`src/rtl/eer_params.svh`:
```
`ifndef EER_PARAMS_SVH
`define EER_PARAMS_SVH

// Bus map
`define EER_OFF_CTRL 12'h000
`define EER_OFF_CAPS 12'h004
`define EER_OFF_SELECT 12'h008
`define EER_OFF_STATUS 12'h00C
`define EER_OFF_REASON 12'h010
`define EER_OFF_ADDR_LO 12'h014
`define EER_OFF_ADDR_HI 12'h018
`define EER_OFF_ERRCODE 12'h01C
`define EER_OFF_REC_RSVD 12'h020
`define EER_OFF_MISC_OFF 12'h024
`define EER_OFF_MISC_SIZE 12'h028
`define EER_OFF_DBG_PEND 12'h02C

// Layout of the save frame
`define EER_GPR_REGION_SIZE 32'd176
`define EER_REASON_OFFSET 32'd160
`define EER_REC_SIZE 32'd16
`define EER_REC_ADDR_OFF 32'd0
`define EER_REC_ERR_OFF 32'd8
`define EER_REC_RSVD_OFF 32'd12

// Exit-reason fields
`define EER_VEC_LSB 0
`define EER_TYPE_LSB 8
`define EER_VALID_BIT 31
`define EER_TYPE_HW 3'h3
`define EER_TYPE_SW 3'h6

// Vectors
`define EER_VEC_GP 8'h0D
`define EER_VEC_PF 8'h0E
`define EER_VEC_CP 8'h15
`define EER_ALWAYS_MASK 32'h000B006B

// Select bits
`define EER_SEL_EXT 0
`define EER_SEL_CP 1

// Page-fault error code bits
`define EER_PF_USER_BIT 2
`define EER_PF_KEEP_MASK 32'h0000803B

// Reset values
`define EER_CAPS_RST 32'h00000003
`define EER_SELECT_RST 32'h00000000

`endif

```
`src/rtl/eer_pkg.sv`:
```
package eer_pkg;
   typedef struct packed {
      logic [7:0] vector;
      logic sw_type;
      logic has_addr;
      logic [63:0] addr;
      logic [31:0] err_code;
   } eer_event_t;

   typedef struct packed {
      logic [11:0] paddr;
      logic psel;
      logic penable;
      logic pwrite;
      logic [31:0] pwdata;
   } eer_apb_req_t;

   typedef struct packed {
      logic [31:0] prdata;
      logic pready;
      logic pslverr;
   } eer_apb_rsp_t;

   typedef enum logic [1:0] {
      EER_IDLE = 2'b00,
      EER_HELD = 2'b01,
      EER_DONE = 2'b10
   } eer_state_t;
endpackage

```
`src/rtl/eer_exit_record.sv`:
```
// Implementation choices: the APB interface to the registers and the register addresses.
`timescale 1ns/1ps
`include "eer_params.svh"
// Notes on behaviour
// RL1 - Exit-reason word goes to byte 160 of the register save region.
// RL2 - Bits 7:0 carry exception number; bits 30:11 are zero.
// RL3 - Exit type 011b for hardware, 110b for software exceptions.
// RL4 - Valid bit 31 set only for exceptions reported inside the enclave.
// RL5 - Unreported exceptions clear vector and type fields.
// RL6 - Vectors 0,1,3,5,6,16,17,19 always reported.
// RL7 - Vectors 13 and 14 reported only with extended-info select set.
// RL8 - Vector 21 reported only with control-protection select set.
// RL9 - Reported vectors equal handler vectors; others not reported.
// RL10 - Higher-priority event wins: word is zero, debug delivered afterward.
// RL11 - Misc component i saved only when select bit i is set.
// RL12 - Extended record takes 16 bytes just below register save region.
// RL13 - No capability bits means no misc region; else highest bit plus size.
// RL14 - Record written when matching capability and select bits are both set.
// RL15 - Address field holds fault address for page faults, else zero.
// RL16 - Error code at record offset 8 for protection and page faults.
// RL17 - Page-fault bits 0,1,3,4 keep their ordinary meaning.
// RL18 - Page-fault bit 2 is always reported as 1.
// RL19 - Bit 5 key fault, bit 15 page-map fault, bits 14:6 reserved.
// RL20 - Supervisor-mode page faults are not recorded in the extended record.
// RL21 - Reserved last word of the record is written as zero.
module eer_exit_record (
   // Clock and reset
   input wire logic pclk,
   input wire logic presetn,
   // APB slave
   input wire eer_pkg::eer_apb_req_t apb_req,
   output eer_pkg::eer_apb_rsp_t apb_rsp,
   // Exception event from the core
   input wire logic exc_valid,
   input wire eer_pkg::eer_event_t exc_info,
   input wire logic pf_user_ref,
   input wire logic priority_event,
   // Outputs to the save-frame writer
   output logic frame_write,
   output logic [31:0] frame_reason_off,
   output logic [31:0] frame_reason,
   output logic rec_write,
   output logic [31:0] rec_base_off,
   output logic [63:0] rec_addr,
   output logic [31:0] rec_err_code,
   output logic [31:0] rec_rsvd,
   output logic debug_redeliver
);
   import eer_pkg::*;

   logic [31:0] caps_reg;
   logic [31:0] select_reg;
   logic [31:0] frame_size_reg;
   logic [31:0] status_reg;
   logic dbg_pend_reg;
   logic [31:0] prdata_next;
   logic slverr_next;
   logic reported;
   logic ext_vec;
   logic cp_vec;
   logic rec_ok;
   logic [31:0] reason_next;
   logic [31:0] err_next;
   logic [4:0] hi_bit;
   logic [31:0] misc_size;
   logic [31:0] gpr_off;
   logic access;
   eer_state_t state_reg;
   // Macro literal cannot be bit-selected directly
   localparam logic [31:0] ALWAYS_VEC = `EER_ALWAYS_MASK;

   assign access = apb_req.psel && apb_req.penable;
   assign gpr_off = frame_size_reg - `EER_GPR_REGION_SIZE;

   // Vector classification
   always_comb begin
      ext_vec = (exc_info.vector == `EER_VEC_GP) || (exc_info.vector == `EER_VEC_PF);
      cp_vec = exc_info.vector == `EER_VEC_CP;
      reported = 1'b0;
      if (exc_info.vector < 8'h20 && ALWAYS_VEC[exc_info.vector[4:0]]) begin
         reported = 1'b1; // [RL6] [RL9]
      end
      if (ext_vec && select_reg[`EER_SEL_EXT]) begin
         reported = 1'b1; // [RL7]
      end
      if (cp_vec && select_reg[`EER_SEL_CP]) begin
         reported = 1'b1; // [RL8]
      end
   end

   // Exit-reason word
   always_comb begin
      reason_next = 32'h00000000; // [RL2] [RL5]
      if (reported && !priority_event) begin
         reason_next[`EER_VEC_LSB +: 8] = exc_info.vector; // [RL2]
         reason_next[`EER_TYPE_LSB +: 3] = exc_info.sw_type ? `EER_TYPE_SW
                                                            : `EER_TYPE_HW; // [RL3]
         reason_next[`EER_VALID_BIT] = 1'b1; // [RL4]
      end
   end

   // Record gating and error code
   always_comb begin
      rec_ok = 1'b0;
      if (ext_vec) begin
         rec_ok = caps_reg[`EER_SEL_EXT] && select_reg[`EER_SEL_EXT]; // [RL14] [RL11]
      end else if (cp_vec) begin
         rec_ok = caps_reg[`EER_SEL_CP] && select_reg[`EER_SEL_CP]; // [RL14] [RL11]
      end
      if (exc_info.vector == `EER_VEC_PF && !pf_user_ref) begin
         rec_ok = 1'b0; // [RL20]
      end
      if (priority_event) begin
         rec_ok = 1'b0;
      end
      err_next = exc_info.err_code;
      if (exc_info.vector == `EER_VEC_PF) begin
         err_next = exc_info.err_code & `EER_PF_KEEP_MASK; // [RL17] [RL19]
         err_next[`EER_PF_USER_BIT] = 1'b1; // [RL18]
      end
      if (!ext_vec) begin
         err_next = 32'h00000000; // [RL16]
      end
   end

   // Misc region size from the highest select bit
   always_comb begin
      hi_bit = 5'd0;
      for (int i = 0; i < 32; i++) begin
         if (select_reg[i]) begin
            hi_bit = 5'(i);
         end
      end
      misc_size = 32'h00000000;
      if (caps_reg != 32'h00000000 && select_reg != 32'h00000000) begin
         misc_size = (32'(hi_bit) + 32'd1) * `EER_REC_SIZE; // [RL13]
      end
   end

   // Event capture; one write burst per exit
   always_ff @(posedge pclk or negedge presetn) begin
      if (!presetn) begin
         state_reg <= EER_IDLE;
         frame_write <= 1'b0;
         frame_reason_off <= 32'h00000000;
         frame_reason <= 32'h00000000;
         rec_write <= 1'b0;
         rec_base_off <= 32'h00000000;
         rec_addr <= 64'h0000000000000000;
         rec_err_code <= 32'h00000000;
         rec_rsvd <= 32'h00000000;
      end else begin
         frame_write <= 1'b0;
         rec_write <= 1'b0;
         state_reg <= EER_IDLE;
         if (exc_valid) begin
            state_reg <= EER_HELD;
            frame_write <= 1'b1;
            frame_reason_off <= gpr_off + `EER_REASON_OFFSET; // [RL1]
            frame_reason <= reason_next; // [RL10]
            rec_write <= rec_ok;
            if (rec_ok) begin
               rec_base_off <= gpr_off - `EER_REC_SIZE; // [RL12]
               rec_addr <= (exc_info.vector == `EER_VEC_PF) ? exc_info.addr
                                                           : 64'h0000000000000000; // [RL15]
               rec_err_code <= err_next; // [RL16]
               rec_rsvd <= 32'h00000000; // [RL21]
            end
         end
      end
   end

   // Debug exception deferred behind a higher-priority event
   always_ff @(posedge pclk or negedge presetn) begin
      if (!presetn) begin
         dbg_pend_reg <= 1'b0;
         debug_redeliver <= 1'b0;
      end else begin
         debug_redeliver <= 1'b0;
         if (exc_valid && priority_event && exc_info.vector == 8'h01) begin
            dbg_pend_reg <= 1'b1; // [RL10]
         end else if (dbg_pend_reg && !priority_event) begin
            dbg_pend_reg <= 1'b0;
            debug_redeliver <= 1'b1; // [RL10]
         end
      end
   end

   // Status: last outcome, sticky until overwritten by next exit
   always_ff @(posedge pclk or negedge presetn) begin
      if (!presetn) begin
         status_reg <= 32'h00000000;
      end else if (exc_valid) begin
         status_reg <= {29'h0, priority_event, rec_ok, reported};
      end
   end

   // Register writes
   always_ff @(posedge pclk or negedge presetn) begin
      if (!presetn) begin
         caps_reg <= `EER_CAPS_RST;
         select_reg <= `EER_SELECT_RST;
         frame_size_reg <= 32'h00001000;
      end else if (access && apb_req.pwrite) begin
         case (apb_req.paddr)
            `EER_OFF_CTRL: begin
               frame_size_reg <= apb_req.pwdata;
            end
            `EER_OFF_CAPS: begin
               caps_reg <= apb_req.pwdata;
            end
            `EER_OFF_SELECT: begin
               // Select is masked by the capability value held when select is written
               select_reg <= apb_req.pwdata & caps_reg;
            end
            default: begin
            end
         endcase
      end
   end

   // Read mux
   always_comb begin
      prdata_next = 32'h00000000;
      slverr_next = 1'b0;
      case (apb_req.paddr)
         `EER_OFF_CTRL: prdata_next = frame_size_reg;
         `EER_OFF_CAPS: prdata_next = caps_reg;
         `EER_OFF_SELECT: prdata_next = select_reg;
         `EER_OFF_STATUS: prdata_next = status_reg;
         `EER_OFF_REASON: prdata_next = frame_reason;
         `EER_OFF_ADDR_LO: prdata_next = rec_addr[31:0];
         `EER_OFF_ADDR_HI: prdata_next = rec_addr[63:32];
         `EER_OFF_ERRCODE: prdata_next = rec_err_code;
         `EER_OFF_REC_RSVD: prdata_next = rec_rsvd;
         `EER_OFF_MISC_OFF: prdata_next = (misc_size == 32'h00000000) ? 32'h00000000
                                                                       : gpr_off - misc_size;
         `EER_OFF_MISC_SIZE: prdata_next = misc_size;
         `EER_OFF_DBG_PEND: prdata_next = {31'h0, dbg_pend_reg};
         default: slverr_next = 1'b1;
      endcase
   end

   // No wait state: answer registered from the setup phase
   always_ff @(posedge pclk or negedge presetn) begin
      if (!presetn) begin
         apb_rsp <= '0;
      end else begin
         apb_rsp.pready <= apb_req.psel && !apb_req.penable;
         apb_rsp.pslverr <= apb_req.psel && !apb_req.penable && slverr_next;
         apb_rsp.prdata <= (apb_req.psel && !apb_req.penable) ? prdata_next : 32'h00000000;
      end
   end
endmodule

```
`config.mk`:
```
export PLATFORM = sky130hd
export DESIGN_NAME = eer_exit_record
export DESIGN_NICKNAME = d
export VERILOG_FILES = /design/src/rtl/eer_pkg.sv /design/src/rtl/eer_exit_record.sv
export VERILOG_INCLUDE_DIRS = /design/src /design/src/rtl
export SDC_FILE = /design/constraint.sdc
export NUM_CORES = 1
export LEC_CHECK = 0
export BUFFER_PORTS_ARGS = -buffer_cell sky130_fd_sc_hd__buf_2
export CAP_MARGIN = 20
export CORE_ASPECT_RATIO = 1.75
export CORE_MARGIN = 2
export CORE_UTILIZATION = 50
export DETAILED_ROUTE_END_ITERATION = 6
export GPL_TIMING_DRIVEN = 0
export HOLD_SLACK_MARGIN = 0.03
export PLACE_DENSITY = 0.76
export SYNTH_ARGS = -nofsm -noshare
export SYNTH_HDL_FRONTEND = slang
export SYNTH_SLANG_ARGS = --single-unit
```
`constraint.sdc`:
```
create_clock -name pclk -period 5.1 [get_ports pclk]
set_input_delay 1.02 -clock pclk [delete_from_list [all_inputs] [get_ports pclk]]
set_output_delay 1.02 -clock pclk [all_outputs]
set_load 0.05 [all_outputs]
```
==> flow_summary.ini <==
[synth]
yosys-top-cells-area = dfrtp_1 (47%), nand2_1 (7.0%), mux2_2 (5.3%)
synth_cells = 1712
ys_types = 85
ys_warn_count = 0
yosys_register_bits = 308
synth_area_um2 = 16400
yosys.cell_count.top_type = nand2_1
synthTopCellsByCount = nand2_1 (308), dfrtp_1 (305), o21ai_0 (163)
synth_largest_area_cell = dfrtp_1
async_flop_share = 1.00
syn_area_per_cell_um2 = 9.58
ys.flop_type = dfrtp_1
synth_top_area_frac = 0.465
synth-seq-area-share = 0.470
synth_edf_count = 0

[route]
postRouteAntennaNets = 0
dr.pass1.iters = 6
drt_iter0_drc = 1080
routed_wl_um = 63500
detail_route.wl_per_cell_um = 24.5
viasPerCell = 6.02
vias = 15600
drc = 0

[timing]
period_share = 0.972
setup_viol = 0
fin_skew_ns = 0.0160
worst_slack_ns = 0.141
achievable-frequency_mhz = 202
finalCriticalPeriod_ns = 4.96
tightest_slew_ns = 1.13
slew_viol_final = 0
finalHoldViolations = 0
relSlewSlack = 0.241

[cts]
clockBufferDepth = 3
clk_pin_slew_worst_paths_ns = 0.07
cts_made_buffers = 28
cts_tree = done
clock_latency_ns = 0.58
htreeDepth = 1
cts.sinks = 308
ctsHoldBuffers = 0
cts-root-buf = clkbuf_16

[die]
die_area_um2 = 34300
initial_core_util = 0.507
core_um2 = 32300
die_x_um = 141
ios = 419
chipHeight_um = 244
num_rows = 87

[grt]
grt_pass1_wl_um = 93800
antenna_found_initial = 6
grt_pass1_vias = 15400
track_usage = 0.363
gr-total-overflow = 0
grt_max_degree = 125

[critical_path]
reg2reg_slack_ns = 0.14
startpoint_type = register
reg2reg_from = select_reg[16]
cp_cell_sequence = or3_1 -> a221oi_1 -> o21ai_0 -> a221oi_4 -> ha_1 -> xnor2_1 -> nand2_1 -> ha_1 -> o21a_1 -> o31ai_1 -> a21oi_1 -> nor3b_4 -> nand4_1 -> buf_4 -> nor3_4 -> a21oi_1 -> o31ai_1
cpPeakStageDelay_ns = 0.45
cp_data_required_time_ns = 5.52
worst_r2r_path_depth = 17
critPathLaunch = select_reg[16]
cp_max_fo = 7
worstPathArrival_ns = 5.38
worstSetupPathType = reg2reg
r2r_end = apb_rsp[33]
slowest_stage = dfrtp_1
cp-end-kind = register

[placed_design]
dpl.hpwl_um = 50700
place_inst = 2530
gp_congestion = 1.00
portBuffers = 365
place_ws_ns = -1.06

[hold_path]
min_path_type = in2async

[layout]
syn_to_final_growth_pct = 22.4
regMostFlops = rec_addr
largest_reg_flops = 64
reg_top3 = rec_addr: 64 flops, apb_rsp: 34 flops
num-nets-final = 2337
drive_above_1_share = 0.280
fin_cells = 2592

[power_and_ir_drop]
powerDensity_nw_per_um2 = 248
ir_drop_uv = 264
leakagePower_nw = 9.50

[job]
maxCapViolCount = 0

[run_status]
status = complete, no violations
## area by class of cell
cell class,count,area (um2)
diodes,7,17.5
plain buffers,160,841
clock buffers,38,810
clock inverters,14,146
fillers,2870,12300
inverters,29,109
multi-input cells,1266,8030
flip-flops and latches,308,7710
well taps,400,500
repair buffers,370,1910
## per-stage QoR
step                setup TNS (ns)  cell area [um2]   util  total power, mW  hold WS, ns
floorplan                        0            16600      -             2.67        0.444
global placement           -778.30            18900  0.585             2.81        0.464
detailed placement           -5.84            19000  0.587             2.82        0.466
CTS                              0            20000  0.619             5.00        0.426
global route               -0.0146            20100  0.621             5.11        0.460
finish                           0            20100  0.621             4.99        0.411
## per-layer routing
metal  up-vias  part of all wire  track usage
li1       6938                 -            -
met1      7571              0.34        0.395
met4         0             0.069        0.214
met5         -                 0            0
met2       890              0.52        0.666
met3       194             0.067       0.0487
## cells in the final DEF (no fill, tap or decap), types with 6 or more instances in the layout
cell type / Yosys / layout
a21oi_1: 23 / 22
a221oi_1: 25 / 24
a222oi_1: 7 / 7
a22o_1: 34 / 34
a22oi_1: 55 / 55
and3_1: 10 / 10
buf_1: 8 / 8
buf_2: 12 / 376
buf_4: 54 / 57
clkbuf_1: 83 / 87
clkbuf_16: 0 / 29
clkinv_2: 0 / 6
conb_1: 1 / 52
dfrtp_1: 305 / 305
diode_2: 0 / 7
ha_1: 15 / 15
inv_1: 28 / 28
mux2_1: 8 / 8
mux2_2: 77 / 77
mux2i_1: 8 / 8
nand2_1: 308 / 308
nand2b_1: 13 / 13
nand3_1: 22 / 22
nand4_1: 19 / 19
nor2_1: 76 / 76
nor2b_1: 13 / 13
nor3_1: 34 / 32
nor4_1: 31 / 27
nor4_2: 9 / 12
o21ai_0: 163 / 163
o21ai_1: 9 / 9
o22ai_1: 30 / 30
o31ai_1: 9 / 9
or3_1: 12 / 12
or4_1: 8 / 8
xnor2_1: 68 / 68
xor2_1: 32 / 32
## cells by family (layout without fill, tap and decap cells)
kind of cell / Yosys count / in the layout / share of synthesized area
AOI/OAI and AO/OA: 408 / 408 / 0.165
adders and majority gates: 16 / 16 / 0.0127
and+or+nand+nor: 594 / 594 / 0.174
buffers and inverters: 189 / 611 / 0.0579
DFF: 308 / 308 / 0.470
muxes: 96 / 96 / 0.0673
xor gates and xnor gates: 100 / 100 / 0.0534
other: 1 / 59 / 0.000229
## critical path, delay by kind of cell (launching register included)
kind | cells | cell delay, ns
buffers and inverters | 1 | 0.22
adder cells (fa/ha/maj) | 2 | 0.68
AO/OA/AOI/OAI | 8 | 1.98
AND/OR/NAND/NOR | 5 | 1.24
flip-flops | 1 | 0.45
XOR/XNOR | 1 | 0.20
## worst max path at each step
stage	end	slack [ns]	depth (start not counted)
5_1_grt	apb_rsp[32]	-0.01	16
6_report	apb_rsp[33]	0.14	17
4_1_cts	apb_rsp[32]	0.05	16
3_5_place_dp	apb_rsp[33]	-1.06	15
2_1_floorplan	apb_rsp[31]	0.85	16
3_3_place_gp	frame_reason_off[25]	-2.58	1
## repair_timing
item,in CTS,in global routing
resized for setup,8,5
endpoints found under the setup margin,12,7
endpoints found under the hold margin,0,0
buffers inserted,2,1
pin swaps,1,1
## where the power goes
part	total (mW)	switching (mW)	internal (mW)
Clock	2.21	0.984	1.22
Sequential	2.45	0.00397	2.45
Combinational	0.328	0.229	0.0985
Total	4.99	1.22	3.77
No activity file was read; power rests on OpenSTA's default activity.
